--- src/odspi_pkg.sv ---
// Shared constants and types of the octal driver serial control port.
package odspi_pkg;
  localparam int          CH_NUM         = 8;
  localparam int          IN_NUM         = 4;
  localparam int          FRAME_BITS     = 16;
  localparam int          BYTE_BITS      = 8;
  localparam int          BUF_DEPTH      = 2;
  localparam logic [15:0] CMD_REG_RESET  = 16'hffff;
  localparam logic        TER_RESET      = 1'h1;
  localparam logic [1:0]  CMD_STANDBY    = 2'h0;
  localparam logic [1:0]  CMD_INPUT      = 2'h1;
  localparam logic [1:0]  CMD_ON         = 2'h2;
  localparam logic [1:0]  CMD_OFF        = 2'h3;
  localparam int          MCLK_MHZ       = 50;
  localparam int          OVL_FILTER_NS  = 3000;
  localparam int          OVL_FILTER_CYC = (OVL_FILTER_NS * MCLK_MHZ + 999)
                                           / 1000;
  localparam logic [7:0]  OVL_CNT_MAX    = 8'(OVL_FILTER_CYC);
  localparam logic [4:0]  BIT_CNT_MAX    = 5'(FRAME_BITS);
  localparam logic [2:0]  BYTE_MOD_OK    = 3'h0;

  typedef logic [FRAME_BITS-1:0] odspi_word_t;
  typedef enum logic [1:0] {LINK_IDLE, LINK_TERWIN, LINK_SHIFT} odspi_link_e;
endpackage : odspi_pkg

--- src/odspi_buf_if.sv ---
// Valid and ready channel that carries accepted command words.
`timescale 1ns/100ps
interface odspi_buf_if;
  import odspi_pkg::*;
  odspi_word_t data;
  logic        valid;
  logic        ready;
  modport prod (output data, output valid, input ready);
  modport cons (input data, input valid, output ready);
endinterface : odspi_buf_if

--- src/odspi_buf.sv ---
// Two-entry buffer between frame acceptance and the command register.
`timescale 1ns/100ps
module odspi_buf (
  // Clock and flush
  input  wire logic  mclk,
  input  wire logic  clr,
  // Filling and draining sides
  odspi_buf_if.cons  inPort,
  odspi_buf_if.prod  outPort
);
  import odspi_pkg::*;

  odspi_word_t mem [BUF_DEPTH];
  logic        wrPtr;
  logic        rdPtr;
  logic [1:0]  count;
  logic        push;
  logic        pop;

  assign inPort.ready  = (count != 2'(BUF_DEPTH));
  assign outPort.valid = (count != 2'h0);
  assign outPort.data  = mem[rdPtr];
  assign push          = inPort.valid & inPort.ready;
  assign pop           = outPort.valid & outPort.ready;

  always_ff @(posedge mclk) begin
    if (push) begin
      mem[wrPtr] <= inPort.data;
    end
  end

  always_ff @(posedge mclk) begin
    if (clr) begin
      wrPtr <= 1'h0;
      rdPtr <= 1'h0;
      count <= 2'h0;
    end else begin
      wrPtr <= wrPtr ^ push;
      rdPtr <= rdPtr ^ pop;
      count <= count + 2'(push) - 2'(pop);
    end
  end
endmodule : odspi_buf

--- src/odspi_top.sv ---
// Serial control and fault report port of an eight-channel low-side driver.
`timescale 1ns/100ps
// Function
// - Standby clears one channel; resets, limp exit and enable low outside limp-home clear all.
// - Each accepted frame ends in a 16-bit word of eight 2-bit channel commands.
// - Reply frame carries two fault status bits per channel.
// - Words are 16 bits, most significant bit first.
// - Over-load latches the output off until cleared over the port.
// - Over-load must persist a filter delay before shutdown.
// - Limp-home keeps protection, ignores commands, still reports faults.
// - Frame error set when bit count is not n*8 or below 16.
// - Frame error shown on data out from select fall to first rise.
// - Frame error also set leaving lockout, limp-home or low-current mode.
// - Frame error cleared by a command of valid length.
// - Error window drives flag OR data in; afterwards the shift register.
// - Error status readable by select fall alone, no clocks.
// - Data in is sampled on each falling serial clock edge.
// - Next data out bit is driven on each rising serial clock edge.
// - Input register loads only on valid frame length, else unchanged.
// - Bit counter armed on select fall, advanced on rising clock.
// - First 16 bits out are faults; later bits pass through delayed 16.
// - Clock and data ignored unless select is low.
// - Codes 00 standby, 01 parallel input, 10 on, 11 off.
// - Over-load flags on even bits, open-load on odd, channel one lowest.
// - Input register bits are all one after power-on reset.
module odspi_top (
  // Clock and reset
  input  wire logic                          mclk,
  input  wire logic                          srst,
  // Serial link pins
  input  wire logic                          sclkPin,
  input  wire logic                          chipSelectN,
  input  wire logic                          serIn,
  output logic                               serOut,
  output logic                               serOutEn,
  // Supply and mode pins
  input  wire logic                          logicSupplyPor,
  input  wire logic                          analogSupplyPor,
  input  wire logic                          undervoltageLockout,
  input  wire logic                          enable,
  input  wire logic                          fallbackDriveInput,
  input  wire logic [odspi_pkg::IN_NUM-1:0]  parallelIn,
  // Channel sense inputs
  input  wire logic [odspi_pkg::CH_NUM-1:0]  overloadSense,
  input  wire logic [odspi_pkg::CH_NUM-1:0]  overTempSense,
  input  wire logic [odspi_pkg::CH_NUM-1:0]  openLoadSense,
  // Command drain stall
  input  wire logic                          applyHold,
  // Channel and status outputs
  output logic [odspi_pkg::CH_NUM-1:0]       drive,
  output logic [odspi_pkg::CH_NUM-1:0]       diagCurrentEn,
  output odspi_pkg::odspi_word_t             cmdWord,
  output logic                               frameErrorFlag,
  output logic                               cmdBufFull
);
  import odspi_pkg::*;
  // ----------------------------------------------------------------
  // Input synchronisers
  // ----------------------------------------------------------------
  localparam int ASYNC_W = 8 + IN_NUM + 3 * CH_NUM;
  logic [ASYNC_W-1:0] syncA;
  logic [ASYNC_W-1:0] syncB;
  logic [ASYNC_W-1:0] prevB;
  always_ff @(posedge mclk) begin
    syncA <= {sclkPin, chipSelectN, serIn, logicSupplyPor, analogSupplyPor,
              undervoltageLockout, enable, fallbackDriveInput, parallelIn,
              overloadSense, overTempSense, openLoadSense};
    syncB <= syncA;
    prevB <= syncB;
  end
  logic              sclkS, csnS, siS, lpS, apS, uvS, enS, limp;
  logic              sclkP, csnP, uvP, enP, limpP;
  logic [IN_NUM-1:0] parS;
  logic [CH_NUM-1:0] ovlS, otS, olS;
  assign {sclkS, csnS, siS, lpS, apS, uvS, enS, limp, parS, ovlS, otS, olS}
         = syncB;
  assign sclkP = prevB[ASYNC_W-1];
  assign csnP  = prevB[ASYNC_W-2];
  assign uvP   = prevB[ASYNC_W-6];
  assign enP   = prevB[ASYNC_W-7];
  assign limpP = prevB[ASYNC_W-8];
  logic csLow, csFall, csRise, sclkRise, sclkFall;
  logic porAny, limpExit, uvExit, lowIqExit, clrAll;
  assign csLow     = ~csnS;
  assign csFall    = csnP & ~csnS;
  assign csRise    = ~csnP & csnS;
  assign sclkRise  = csLow & sclkS & ~sclkP;
  assign sclkFall  = csLow & ~sclkS & sclkP;
  assign porAny    = lpS | apS;
  assign limpExit  = limpP & ~limp;
  assign uvExit    = uvP & ~uvS;
  assign lowIqExit = ~enP & enS & ~limp;
  assign clrAll    = porAny | (~enS & ~limp) | limpExit;

  // ----------------------------------------------------------------
  // Link sequencing
  // ----------------------------------------------------------------
  odspi_link_e linkState;
  odspi_link_e next_linkState;
  always_comb begin
    next_linkState = linkState;
    case (linkState)
      LINK_IDLE: begin
        if (csFall) next_linkState = LINK_TERWIN;
      end
      LINK_TERWIN: begin
        if (csRise) next_linkState = LINK_IDLE;
        else if (sclkRise) next_linkState = LINK_SHIFT;
      end
      LINK_SHIFT: begin
        if (csRise) next_linkState = LINK_IDLE;
      end
      default: next_linkState = LINK_IDLE;
    endcase
  end
  always_ff @(posedge mclk) begin
    if (srst) begin
      linkState <= LINK_IDLE;
    end else begin
      linkState <= next_linkState;
    end
  end

  // ----------------------------------------------------------------
  // Shift path and frame length check
  // ----------------------------------------------------------------
  odspi_word_t shiftReg;
  odspi_word_t faultWord;
  logic        outBit;
  logic [4:0]  bitCnt;
  logic [2:0]  bitMod;
  logic        frameOk;
  // Each falling edge moves one received bit in at the low end, so the
  // fault word leaves first and any later bits come out sixteen clocks on.
  always_ff @(posedge mclk) begin
    if (srst) begin
      shiftReg <= '0;
    end else if (csFall) begin
      shiftReg <= faultWord;
    end else if (sclkFall) begin
      shiftReg <= {shiftReg[FRAME_BITS-2:0], siS};
    end
  end
  always_ff @(posedge mclk) begin
    if (srst) begin
      outBit <= 1'h0;
    end else if (sclkRise) begin
      outBit <= shiftReg[FRAME_BITS-1];
    end
  end
  always_ff @(posedge mclk) begin
    if (srst || csFall) begin
      bitCnt <= '0;
      bitMod <= '0;
    end else if (sclkRise) begin
      bitMod <= bitMod + 3'h1;
      if (bitCnt != BIT_CNT_MAX) begin
        bitCnt <= bitCnt + 5'h1;
      end
    end
  end
  assign frameOk = bitCnt == BIT_CNT_MAX && bitMod == BYTE_MOD_OK;
  // Set events win over the clear of a good frame in the same cycle.
  always_ff @(posedge mclk) begin
    if (srst) begin
      frameErrorFlag <= TER_RESET;
    end else if ((csRise && !frameOk) || uvExit || limpExit || lowIqExit
                 || porAny) begin
      frameErrorFlag <= 1'h1;
    end else if (csRise && frameOk) begin
      frameErrorFlag <= 1'h0;
    end
  end
  // The flag is ORed with data in so an upstream error ripples down the
  // chain; deselect drops the pin before the sequencer has seen it.
  always_ff @(posedge mclk) begin
    if (srst) begin
      serOut   <= 1'h0;
      serOutEn <= 1'h0;
    end else begin
      serOutEn <= csLow;
      case (csLow ? linkState : LINK_IDLE)
        LINK_TERWIN: serOut <= frameErrorFlag | siS;
        LINK_SHIFT:  serOut <= outBit;
        default:     serOut <= 1'h0;
      endcase
    end
  end
  // ----------------------------------------------------------------
  // Command buffering and input register
  // ----------------------------------------------------------------
  odspi_buf_if bufIn ();
  odspi_buf_if bufOut ();
  logic frameValid;
  logic cmdWritten;
  // A frame arriving while both entries are full is dropped and counts as
  // a transmission error only by its own length; the full flag warns first.
  assign frameValid   = csRise && frameOk && !limp;
  assign bufIn.valid  = frameValid;
  assign bufIn.data   = shiftReg;
  assign bufOut.ready = ~applyHold;
  odspi_buf odspi_buf_inst (
    .mclk    (mclk),
    .clr     (srst | porAny | limpExit),
    .inPort  (bufIn),
    .outPort (bufOut)
  );
  always_ff @(posedge mclk) begin
    if (srst || porAny || limpExit) begin
      cmdWord    <= CMD_REG_RESET;
      cmdWritten <= 1'h0;
    end else if (bufOut.valid && bufOut.ready) begin
      cmdWord    <= bufOut.data;
      cmdWritten <= 1'h1;
    end
  end
  always_ff @(posedge mclk) begin
    if (srst) begin
      cmdBufFull <= 1'h0;
    end else begin
      cmdBufFull <= ~bufIn.ready;
    end
  end

  // ----------------------------------------------------------------
  // Channel control and fault latching
  // ----------------------------------------------------------------
  function automatic logic odspi_want(input logic [1:0] mode,
                                      input logic pin);
    case (mode)
      CMD_INPUT: odspi_want = pin;
      CMD_ON:    odspi_want = 1'h1;
      default:   odspi_want = 1'h0;
    endcase
  endfunction : odspi_want
  logic [CH_NUM-1:0] overFault, openFault, setOver, setOpen, clrCh;
  logic [CH_NUM-1:0] next_drive, next_diag;
  logic [7:0]        ovlCnt [CH_NUM];
  for (genvar ch = 0; ch < CH_NUM; ch++) begin : g_ch
    logic [1:0] mode;
    logic       pin;
    logic       want;
    logic       ovlHit;
    assign mode   = cmdWord[2*ch +: 2];
    assign pin    = parS[ch % IN_NUM];
    assign want   = limp ? ((ch < IN_NUM) && pin)
                         : (enS && !uvS && odspi_want(mode, pin));
    assign ovlHit = drive[ch] & ovlS[ch];
    always_ff @(posedge mclk) begin
      if (srst || !ovlHit) begin
        ovlCnt[ch] <= '0;
      end else if (ovlCnt[ch] != OVL_CNT_MAX) begin
        ovlCnt[ch] <= ovlCnt[ch] + 8'h1;
      end
    end
    assign setOver[ch] = (ovlHit && ovlCnt[ch] == OVL_CNT_MAX - 8'h1)
                         || otS[ch];
    assign setOpen[ch] = !drive[ch] && diagCurrentEn[ch] && olS[ch];
    assign clrCh[ch]   = clrAll || (!limp && mode == CMD_STANDBY);
    assign next_drive[ch] = want && !overFault[ch] && !setOver[ch];
    assign next_diag[ch]  = !limp && ((mode == CMD_INPUT)
                            || (mode == CMD_OFF && cmdWritten));
    assign faultWord[2*ch]     = overFault[ch];
    assign faultWord[2*ch + 1] = openFault[ch];
  end
  always_ff @(posedge mclk) begin
    if (srst) begin
      overFault <= '0;
      openFault <= '0;
    end else begin
      overFault <= (overFault & ~clrCh) | setOver;
      openFault <= (openFault & ~clrCh) | setOpen;
    end
  end
  always_ff @(posedge mclk) begin
    if (srst) begin
      drive         <= '0;
      diagCurrentEn <= '0;
    end else begin
      drive         <= next_drive;
      diagCurrentEn <= next_diag;
    end
  end
endmodule : odspi_top

--- config.mk ---
export PLATFORM = sky130hd
export DESIGN_NAME = odspi_top
export DESIGN_NICKNAME = d
export VERILOG_FILES = /design/src/odspi_pkg.sv /design/src/odspi_buf_if.sv /design/src/odspi_buf.sv /design/src/odspi_top.sv
export SDC_FILE = /design/constraint.sdc
export NUM_CORES = 1
export LEC_CHECK = 0
export BUFFER_PORTS_ARGS = -buffer_cell sky130_fd_sc_hd__buf_2
export CELL_PAD_IN_SITES_DETAIL_PLACEMENT = 1
export CELL_PAD_IN_SITES_GLOBAL_PLACEMENT = 1
export CORE_MARGIN = 2
export CORE_UTILIZATION = 36
export CTS_CLUSTER_DIAMETER = 150
export DETAILED_ROUTE_END_ITERATION = 6
export PLACE_DENSITY = 0.73
export SLEW_MARGIN = 20
export SYNTH_ARGS = -nofsm -noshare
export SYNTH_HDL_FRONTEND = slang
export SYNTH_HIERARCHICAL = 1
export SYNTH_SLANG_ARGS = --single-unit
--- constraint.sdc ---
create_clock -name mclk -period 5.2 [get_ports mclk]
set_input_delay 0.52 -clock mclk [delete_from_list [all_inputs] [get_ports mclk]]
set_output_delay 0.52 -clock mclk [all_outputs]
set_load 0.05 [all_outputs]
==> Flow_metrics.wiki, run 1 <==
{| class="wikitable"
! Metric !! Value
|-
| Total of hold buffers inserted after clock tree synthesis || 0
|-
| Starting DRT DRC Count || 311
|-
| Average wire per standard cell || 17.0 µm
|-
| Final GP Congestion || 0.789
|-
| X dimension of the die || 174 µm
|-
| Total die area || 30100 µm²
|-
| Worst supply voltage drop on vdd || 0.000232 V
|-
| Transition time of the tightest slew-check pin || 0.964 ns
|-
| Number of global-route vias before repair || 7179
|-
| Mean post-synth cell area || 11.6 µm²
|-
| NetSw || 0.000858 W
|-
| Most used flip-flop cell after synthesis || sky130_fd_sc_hd__dfxtp_1
|-
| Slowest-stage cell, CP || sky130_fd_sc_hd__nor3b_1
|-
| CTS Root Cell || sky130_fd_sc_hd__clkbuf_16
|-
| Vias per std cell || 4.88
|-
| Core area || 28500 µm²
|-
| Clock power frac || 44.1%
|-
| Postcts setup bufs || 0
|-
| Min cycle time layout || 2.95 ns
|-
| Kind of launch point of the worst setup path || flip-flop
|-
| Total number of yosys warnings || 6
|-
| Post-DP HPWL || 15.9 mm
|-
| Final number of max-transition violations || 0
|-
| Cell row count || 62
|-
| Largest net degree at the start of global routing || 48
|-
| Synth-to-layout area growth || 15.0%
|-
| Cells traversed along the worst timing path || nor2b_1, nor3b_1, and2_1, ha_1
|-
| TritonCTS clock tree || done
|-
| Number of buffers added by the clock tree synthesis step || 27
|-
| Antenna violations before repair || 0
|-
| H-tree levels || 1
|-
| Reg clk slew, reported paths || 0.06 ns
|-
| Critical path's top delay family || simple AND/OR/NAND/NOR gates
|-
| Fraction of registers with async set/reset || 0%
|-
| Final setup TNS || 0 ns
|-
| Arrival time at the worst endpoint || 3.09 ns
|-
| Die outline height || 174 µm
|-
| CP required || 5.35 ns
|-
| Final setup violating endpoints || 0
|-
| Sequential power share || 53.4%
|-
| Final hold violation count || 0
|-
| Port Buf Inserts || 74
|-
| Antenna diode instance count || 0
|-
| Cell Area, Synth || 10400 µm²
|-
| Worst Hold Class || input port to flip-flop
|-
| Critical path class || flip-flop to flip-flop
|-
| Final net count || 1078
|-
| Number of flops mapped to enable cells by yosys || 96
|-
| Total overflow reported by the global router || 0
|-
| Worst-case clock skew || 0.00942 ns
|-
| Share of total power consumed by net switching || 21.2%
|-
| Number of buffers on the longest clock path || 3
|-
| Initial Util || 36.3%
|-
| Gr usage total || 15.6%
|-
| Count of pins on the block boundary || 75
|-
| Number of maximum-capacitance constraint violations || 0
|-
| Final hold slack || 0.0933 ns
|-
| Portion of the clock cycle consumed by the worst path in the final layout || 56.7%
|-
| First-pass iteration count of the detailed router || 4
|-
| Setup repair after global routing missed its margin || no
|-
| Normalized max-slew margin || 35.6%
|-
| Category of the worst setup path capture point || flip-flop
|-
| Internal cell power || 0.00319 W
|-
| Cell count along the critical path || 4
|-
| Critical-path maximum fanout || 16
|-
| Remaining routing DRC violations || 0
|-
| Maximum clock rate || 339 MHz
|-
| Status || completed
|-
| Number of synthesized register bits || 257
|-
| Worst-skew pair later-pin latency || 0.52 ns
|-
| Number of standard cells after synthesis || 895
|-
| Leakage power || 4.72 nW
|-
| Power density cells || 340 nW/µm²
|-
| Buffers & Inverters on Critical Path || 0
|-
| Layout cell share with drive strength beyond 1 || 14.8%
|-
| Delay of the slowest critical-path stage || 0.69 ns
|-
| Wire length of the first global-routing pass || 38.1 mm
|-
| Synth unique cells || 52
|-
| Post-CTS sizing || 0
|-
| Routed Wire Length || 23.4 mm
|-
| Number of nets with antenna violations after detailed routing || 0
|-
| Clock Sink Count || 257
|-
| Mapped Nets || 998
|-
| R2r worst-path depth || 4
|-
| Number of vias in the routed layout || 6729
|-
| Combinational fraction of design power || 2.5%
|-
| Number of instances on the worst hold path || 1
|-
| Sequential element share of the synthesized area || 59.0%
|}
==> layer usage <==
| layer | up-vias | GRT usage [%] | share of wire [%] |
|---|---|---|---|
| li1 | 3283 | - | - |
| met1 | 3319 | 19.6 | 44 |
| met2 | 91 | 28.1 | 51 |
| met3 | 36 | 1.93 | 2.7 |
| met4 | 0 | 4.55 | 2.3 |
| met5 | - | 0 | 0 |
==> registers in the layout, summed over array words and instances, names as in the netlist, 2 cells and up <==
signal                cells
diagCurrentEn             8
bitCnt                    5
openFault                 8
odspi_buf_inst/count      2
cmdWord                  16
overFault                 8
syncB                    36
bitMod                    3
bufIn.data               16
syncA                    36
ovlCnt                   64
linkState                 2
prevB                     5
drive                     8
odspi_buf_inst/mem       32
==> cells in the mapped netlist, types with 2 or more instances <==
library cell,count,share of area (%)
sky130_fd_sc_hd__nor3b_1,7,0.51
sky130_fd_sc_hd__nor4b_1,5,0.42
sky130_fd_sc_hd__and3_1,22,1.3
sky130_fd_sc_hd__a31oi_1,10,0.60
sky130_fd_sc_hd__a41oi_1,8,0.68
sky130_fd_sc_hd__nand2b_4,2,0.27
sky130_fd_sc_hd__dfxtp_1,161,31
sky130_fd_sc_hd__and2b_1,2,0.14
sky130_fd_sc_hd__buf_1,2,0.073
sky130_fd_sc_hd__o21ai_0,5,0.24
sky130_fd_sc_hd__nor3_1,2,0.097
sky130_fd_sc_hd__a2bb2oi_1,2,0.17
sky130_fd_sc_hd__a21oi_1,23,1.1
sky130_fd_sc_hd__clkbuf_1,10,0.36
sky130_fd_sc_hd__or2_2,2,0.12
sky130_fd_sc_hd__inv_1,46,1.7
sky130_fd_sc_hd__nand3_1,58,2.8
sky130_fd_sc_hd__ha_1,64,7.7
sky130_fd_sc_hd__nand2_1,45,1.6
sky130_fd_sc_hd__buf_4,2,0.14
sky130_fd_sc_hd__nand4bb_1,5,0.54
sky130_fd_sc_hd__mux2_2,17,1.8
sky130_fd_sc_hd__xnor2_1,11,0.93
sky130_fd_sc_hd__edfxtp_1,96,28
sky130_fd_sc_hd__xor2_1,44,3.7
sky130_fd_sc_hd__nor2_1,137,5.0
sky130_fd_sc_hd__nand2b_1,4,0.24
sky130_fd_sc_hd__mux2i_1,19,1.8
sky130_fd_sc_hd__nand4_1,4,0.24
sky130_fd_sc_hd__buf_6,5,0.54
sky130_fd_sc_hd__and4b_1,4,0.39
sky130_fd_sc_hd__nor2b_1,5,0.30
sky130_fd_sc_hd__buf_2,7,0.34
sky130_fd_sc_hd__o211ai_1,16,1.2
sky130_fd_sc_hd__a211oi_1,18,1.3
sky130_fd_sc_hd__a22oi_1,2,0.14
sky130_fd_sc_hd__a211o_1,8,0.68
==> worst reg2reg max path, delay by kind of cell (launching register included) <==
kind	cells	cell delay, ns
fa+ha+maj	1	0.68
flops	1	0.59
simple gates	3	1.30
==> cells in the final DEF, fill, tap and decap left out, types with 23 or more instances in the layout <==
cell type	synthesis	layout
sky130_fd_sc_hd__buf_2	7	74
sky130_fd_sc_hd__nand2_1	45	45
sky130_fd_sc_hd__xor2_1	44	44
sky130_fd_sc_hd__edfxtp_1	96	96
sky130_fd_sc_hd__clkbuf_16	0	27
sky130_fd_sc_hd__nor2_1	137	137
sky130_fd_sc_hd__nand3_1	58	58
sky130_fd_sc_hd__inv_1	46	46
sky130_fd_sc_hd__ha_1	64	64
sky130_fd_sc_hd__dfxtp_1	161	161
sky130_fd_sc_hd__a21oi_1	23	23
==> power groups by stage <==
stage          combinational [W]  sequential [W]  clock, W
2_1_floorplan          0.0000671         0.00219         0
3_5_place_dp            0.000102         0.00220         0
5_1_grt                 0.000111         0.00216   0.00191
6_report                0.000101         0.00216   0.00179
4_1_cts                 0.000103         0.00216   0.00183
3_3_place_gp           0.0000977         0.00220         0
==> per-stage QoR <==
stage               instances  power [W]  setup WS, ns  utilization [%]  instance area, µm²
CTS                      1378    0.00409          2.27             41.7               11900
global placement         1330    0.00230          2.43             38.8               11100
finish                   1378    0.00405          2.25             41.7               11900
floorplan                 895    0.00226          2.92                -               10400
detailed placement       1330    0.00231          2.29             38.8               11100
global route             1378    0.00419          2.10             41.7               11900
==> cell families (layout without fill, tap and decap cells) <==
family / Yosys count / count (layout) / synth area share [%]
simple gates: 312 / 312 / 14.8
flops: 257 / 257 / 59.0
compound gates: 97 / 97 / 6.82
buf+inv: 73 / 172 / 3.21
fa+ha+maj: 64 / 64 / 7.73
xor+xnor: 55 / 55 / 4.65
mux: 37 / 37 / 3.79
==> cell type report <==
type | count | area [µm²]
fillers | 3150 | 16600
clock buffers | 40 | 774
repair buffers | 77 | 393
inverters | 47 | 181
well taps | 384 | 480
flip-flops and latches | 257 | 6110
clock inverters | 8 | 43.8
multi-input cells | 565 | 3930
==> final timing paths <==
check / from / endpoint / slack [ns]
setup / recovery: syncB[34] / odspi_buf_inst/mem[0][7] / 2.25
hold / removal: chipSelectN / syncA[34] / 0.09
setup reg to reg: syncB[34] / odspi_buf_inst/mem[0][7] / 2.25
hold reg to reg: syncA[25] / syncB[25] / 0.32
Note: power is estimated with default switching activity, not from simulation.
==> run 2: changes to the inputs <==
==> constraint.sdc (replaced) <==
create_clock -name mclk -period 2.9 [get_ports mclk]
set_input_delay 0.29 -clock mclk [delete_from_list [all_inputs] [get_ports mclk]]
set_output_delay 0.29 -clock mclk [all_outputs]
set_load 0.05 [all_outputs]
==> Flow_metrics.wiki, run 2 (synthesized netlist as in run 1, its figures left out) <==
{| class="wikitable"
! Metric !! Value
|-
| Number of buffers added by the clock tree synthesis step || 28
|-
| Count of pins on the block boundary || 75
|-
| NetSw || 0.00160 W
|-
| Total die area || 30100 µm²
|-
| Total of hold buffers inserted after clock tree synthesis || 36
|-
| Antenna violations before repair || 0
|-
| Gr usage total || 16.4%
|-
| X dimension of the die || 174 µm
|-
| Number of vias in the routed layout || 6956
|-
| Portion of the clock cycle consumed by the worst path in the final layout || 82.7%
|-
| Register-to-register path setup slack || 0.50 ns
|-
| Cells traversed along the worst timing path || inv_1, ha_1, and4bb_2, nand3b_1, nor3b_1, buf_4, nor2b_1, a211oi_1, nor2_1, ha_1, and2b_1, mux2_1
|-
| Final GP Congestion || 0.770
|-
| Number of global-route vias before repair || 7512
|-
| Final number of max-transition violations || 0
|-
| Total overflow reported by the global router || 0
|-
| Fin area || 12400 µm²
|-
| Remaining routing DRC violations || 0
|-
| Critical path class || flip-flop to flip-flop
|-
| Largest registers in the final layout || ovlCnt: 64 flops, syncA: 36 flops, syncB: 36 flops
|-
| CTS Root Cell || sky130_fd_sc_hd__clkbuf_16
|-
| Starting DRT DRC Count || 279
|-
| Layout cell share with drive strength beyond 1 || 15.6%
|-
| Status || completed
|-
| Number of maximum-capacitance constraint violations || 0
|-
| Number of instances on the worst hold path || 2
|-
| Start of the worst register-to-register path || bitCnt[0]
|-
| Initial Util || 36.3%
|-
| Clock power frac || 45.7%
|-
| Clock Sink Count || 257
|-
| Min-Delay Startpoint || srst
|-
| Internal cell power || 0.00595 W
|-
| Number of buffers on the longest clock path || 3
|-
| Port Buf Inserts || 74
|-
| Worst Hold Class || input port to flip-flop
|-
| Share of total power consumed by net switching || 21.2%
|-
| Worst-case clock skew || 0.0130 ns
|-
| Min cycle time layout || 2.40 ns
|-
| Final setup violating endpoints || 0
|-
| Worst supply voltage drop on vdd || 0.000399 V
|-
| Hold endpoint || openFault[7]
|-
| Category of the worst setup path capture point || flip-flop
|-
| Sequential power share || 51.3%
|-
| Final cell utilization of the core || 43.5%
|-
| Placed inst area || 11100 µm²
|-
| Routed Wire Length || 24.4 mm
|-
| Cell repeated most along the worst path || sky130_fd_sc_hd__ha_1
|-
| First-pass iteration count of the detailed router || 4
|-
| Register with the most flip-flops || ovlCnt
|-
| Cell row count || 62
|-
| Normalized max-slew margin || 43.0%
|-
| CP required || 3.33 ns
|-
| Critical-path maximum fanout || 7
|-
| Power density cells || 608 nW/µm²
|-
| Transition time of the tightest slew-check pin || 0.854 ns
|-
| TritonCTS clock tree || done
|-
| Reg clk slew, reported paths || 0.06 ns
|-
| Kind of launch point of the worst setup path || flip-flop
|-
| Final hold slack || 0.124 ns
|-
| Die outline height || 174 µm
|-
| Delay of the slowest critical-path stage || 0.39 ns
|-
| H-tree levels || 1
|-
| Wire length of the first global-routing pass || 40.1 mm
|-
| Synth-to-layout area growth || 19.9%
|-
| R2r worst-path depth || 12
|-
| Vias per std cell || 4.87
|-
| Post-DP HPWL || 16.3 mm
|-
| Number of nets with antenna violations after detailed routing || 0
|-
| Final setup TNS || 0 ns
|-
| Worst-skew pair later-pin latency || 0.54 ns
|-
| Antenna diode instance count || 0
|-
| Postcts setup bufs || 0
|-
| Slowest-stage cell, CP || sky130_fd_sc_hd__dfxtp_1
|-
| Largest net degree at the start of global routing || 34
|-
| Average wire per standard cell || 17.1 µm
|-
| Arrival time at the worst endpoint || 2.83 ns
|-
| Final hold violation count || 0
|-
| Setup repair after global routing missed its margin || no
|-
| FF-to-FF End || odspi_buf_inst/count[1]
|-
| Maximum clock rate || 417 MHz
|-
| Most common cell after layout, fill and taps aside || sky130_fd_sc_hd__dfxtp_1
|-
| Max reg flops || 64
|-
| Combinational fraction of design power || 3.0%
|-
| Core area || 28500 µm²
|-
| Most used cells in the layout excluding fill and tap cells || sky130_fd_sc_hd__dfxtp_1, sky130_fd_sc_hd__nor2_1, sky130_fd_sc_hd__edfxtp_1, sky130_fd_sc_hd__buf_2, sky130_fd_sc_hd__ha_1
|-
| Final net count || 1124
|-
| Post-CTS sizing || 0
|-
| Leakage power || 4.96 nW
|}
## run 2: layout make-up
class                      instances  area [µm²]
timing repair buffer             122         821
fill                            3173       16100
multi-input combinational        565        3920
clock inverter                    11        56.3
tap                              384         480
sequential                       257        6110
clock buffer                      41         852
inverter                          47         181
## run 2: worst max-delay path, delay by kind of cell (launching register included)
family,cells,cell delay (ns)
muxes,1,0.29
and+or+nand+nor,6,0.78
buffers and inverters,2,0.23
AOI/OAI and AO/OA,1,0.21
adders and majority gates,2,0.38
DFF,1,0.39
## run 2: power by group through the flow
stage | Sequential (W) | Clock, W | Combinational [W]
3_3_place_gp | 0.00395 | 0 | 0.000184
6_report | 0.00387 | 0.00345 | 0.000228
5_1_grt | 0.00388 | 0.00369 | 0.000249
4_1_cts | 0.00387 | 0.00353 | 0.000229
3_5_place_dp | 0.00395 | 0 | 0.000189
2_1_floorplan | 0.00393 | 0 | 0.000120
## run 2: per-layer routing
metal / vias up / global-route usage, % / routed length (µm)
met5: - / 0 / 0
met1: 3423 / 20.1 / 10600
met2: 116 / 29.7 / 12500
li1: 3378 / - / -
met4: 0 / 5.81 / 692
met3: 39 / 2.00 / 677
## run 2: how the worst max path moves through the flow
stage / startpoint / endpoint / slack [ns]
5_1_grt: bitCnt[0] / odspi_buf_inst/count[1] / 0.38
6_report: bitCnt[0] / odspi_buf_inst/count[1] / 0.50
3_5_place_dp: bitCnt[0] / odspi_buf_inst/count[1] / 0.51
2_1_floorplan: bitCnt[0] / odspi_buf_inst/mem[0][0] / 0.62
4_1_cts: bitCnt[0] / odspi_buf_inst/count[1] / 0.49
3_3_place_gp: bitCnt[0] / odspi_buf_inst/count[1] / 0.57
## run 2: metrics by stage
step / power, W / cells / setup WS (ns)
floorplan: 0.00405 / 895 / 0.617
global placement: 0.00413 / 1339 / 0.566
detailed placement: 0.00414 / 1339 / 0.508
CTS: 0.00763 / 1427 / 0.489
global route: 0.00781 / 1427 / 0.376
finish: 0.00755 / 1427 / 0.500
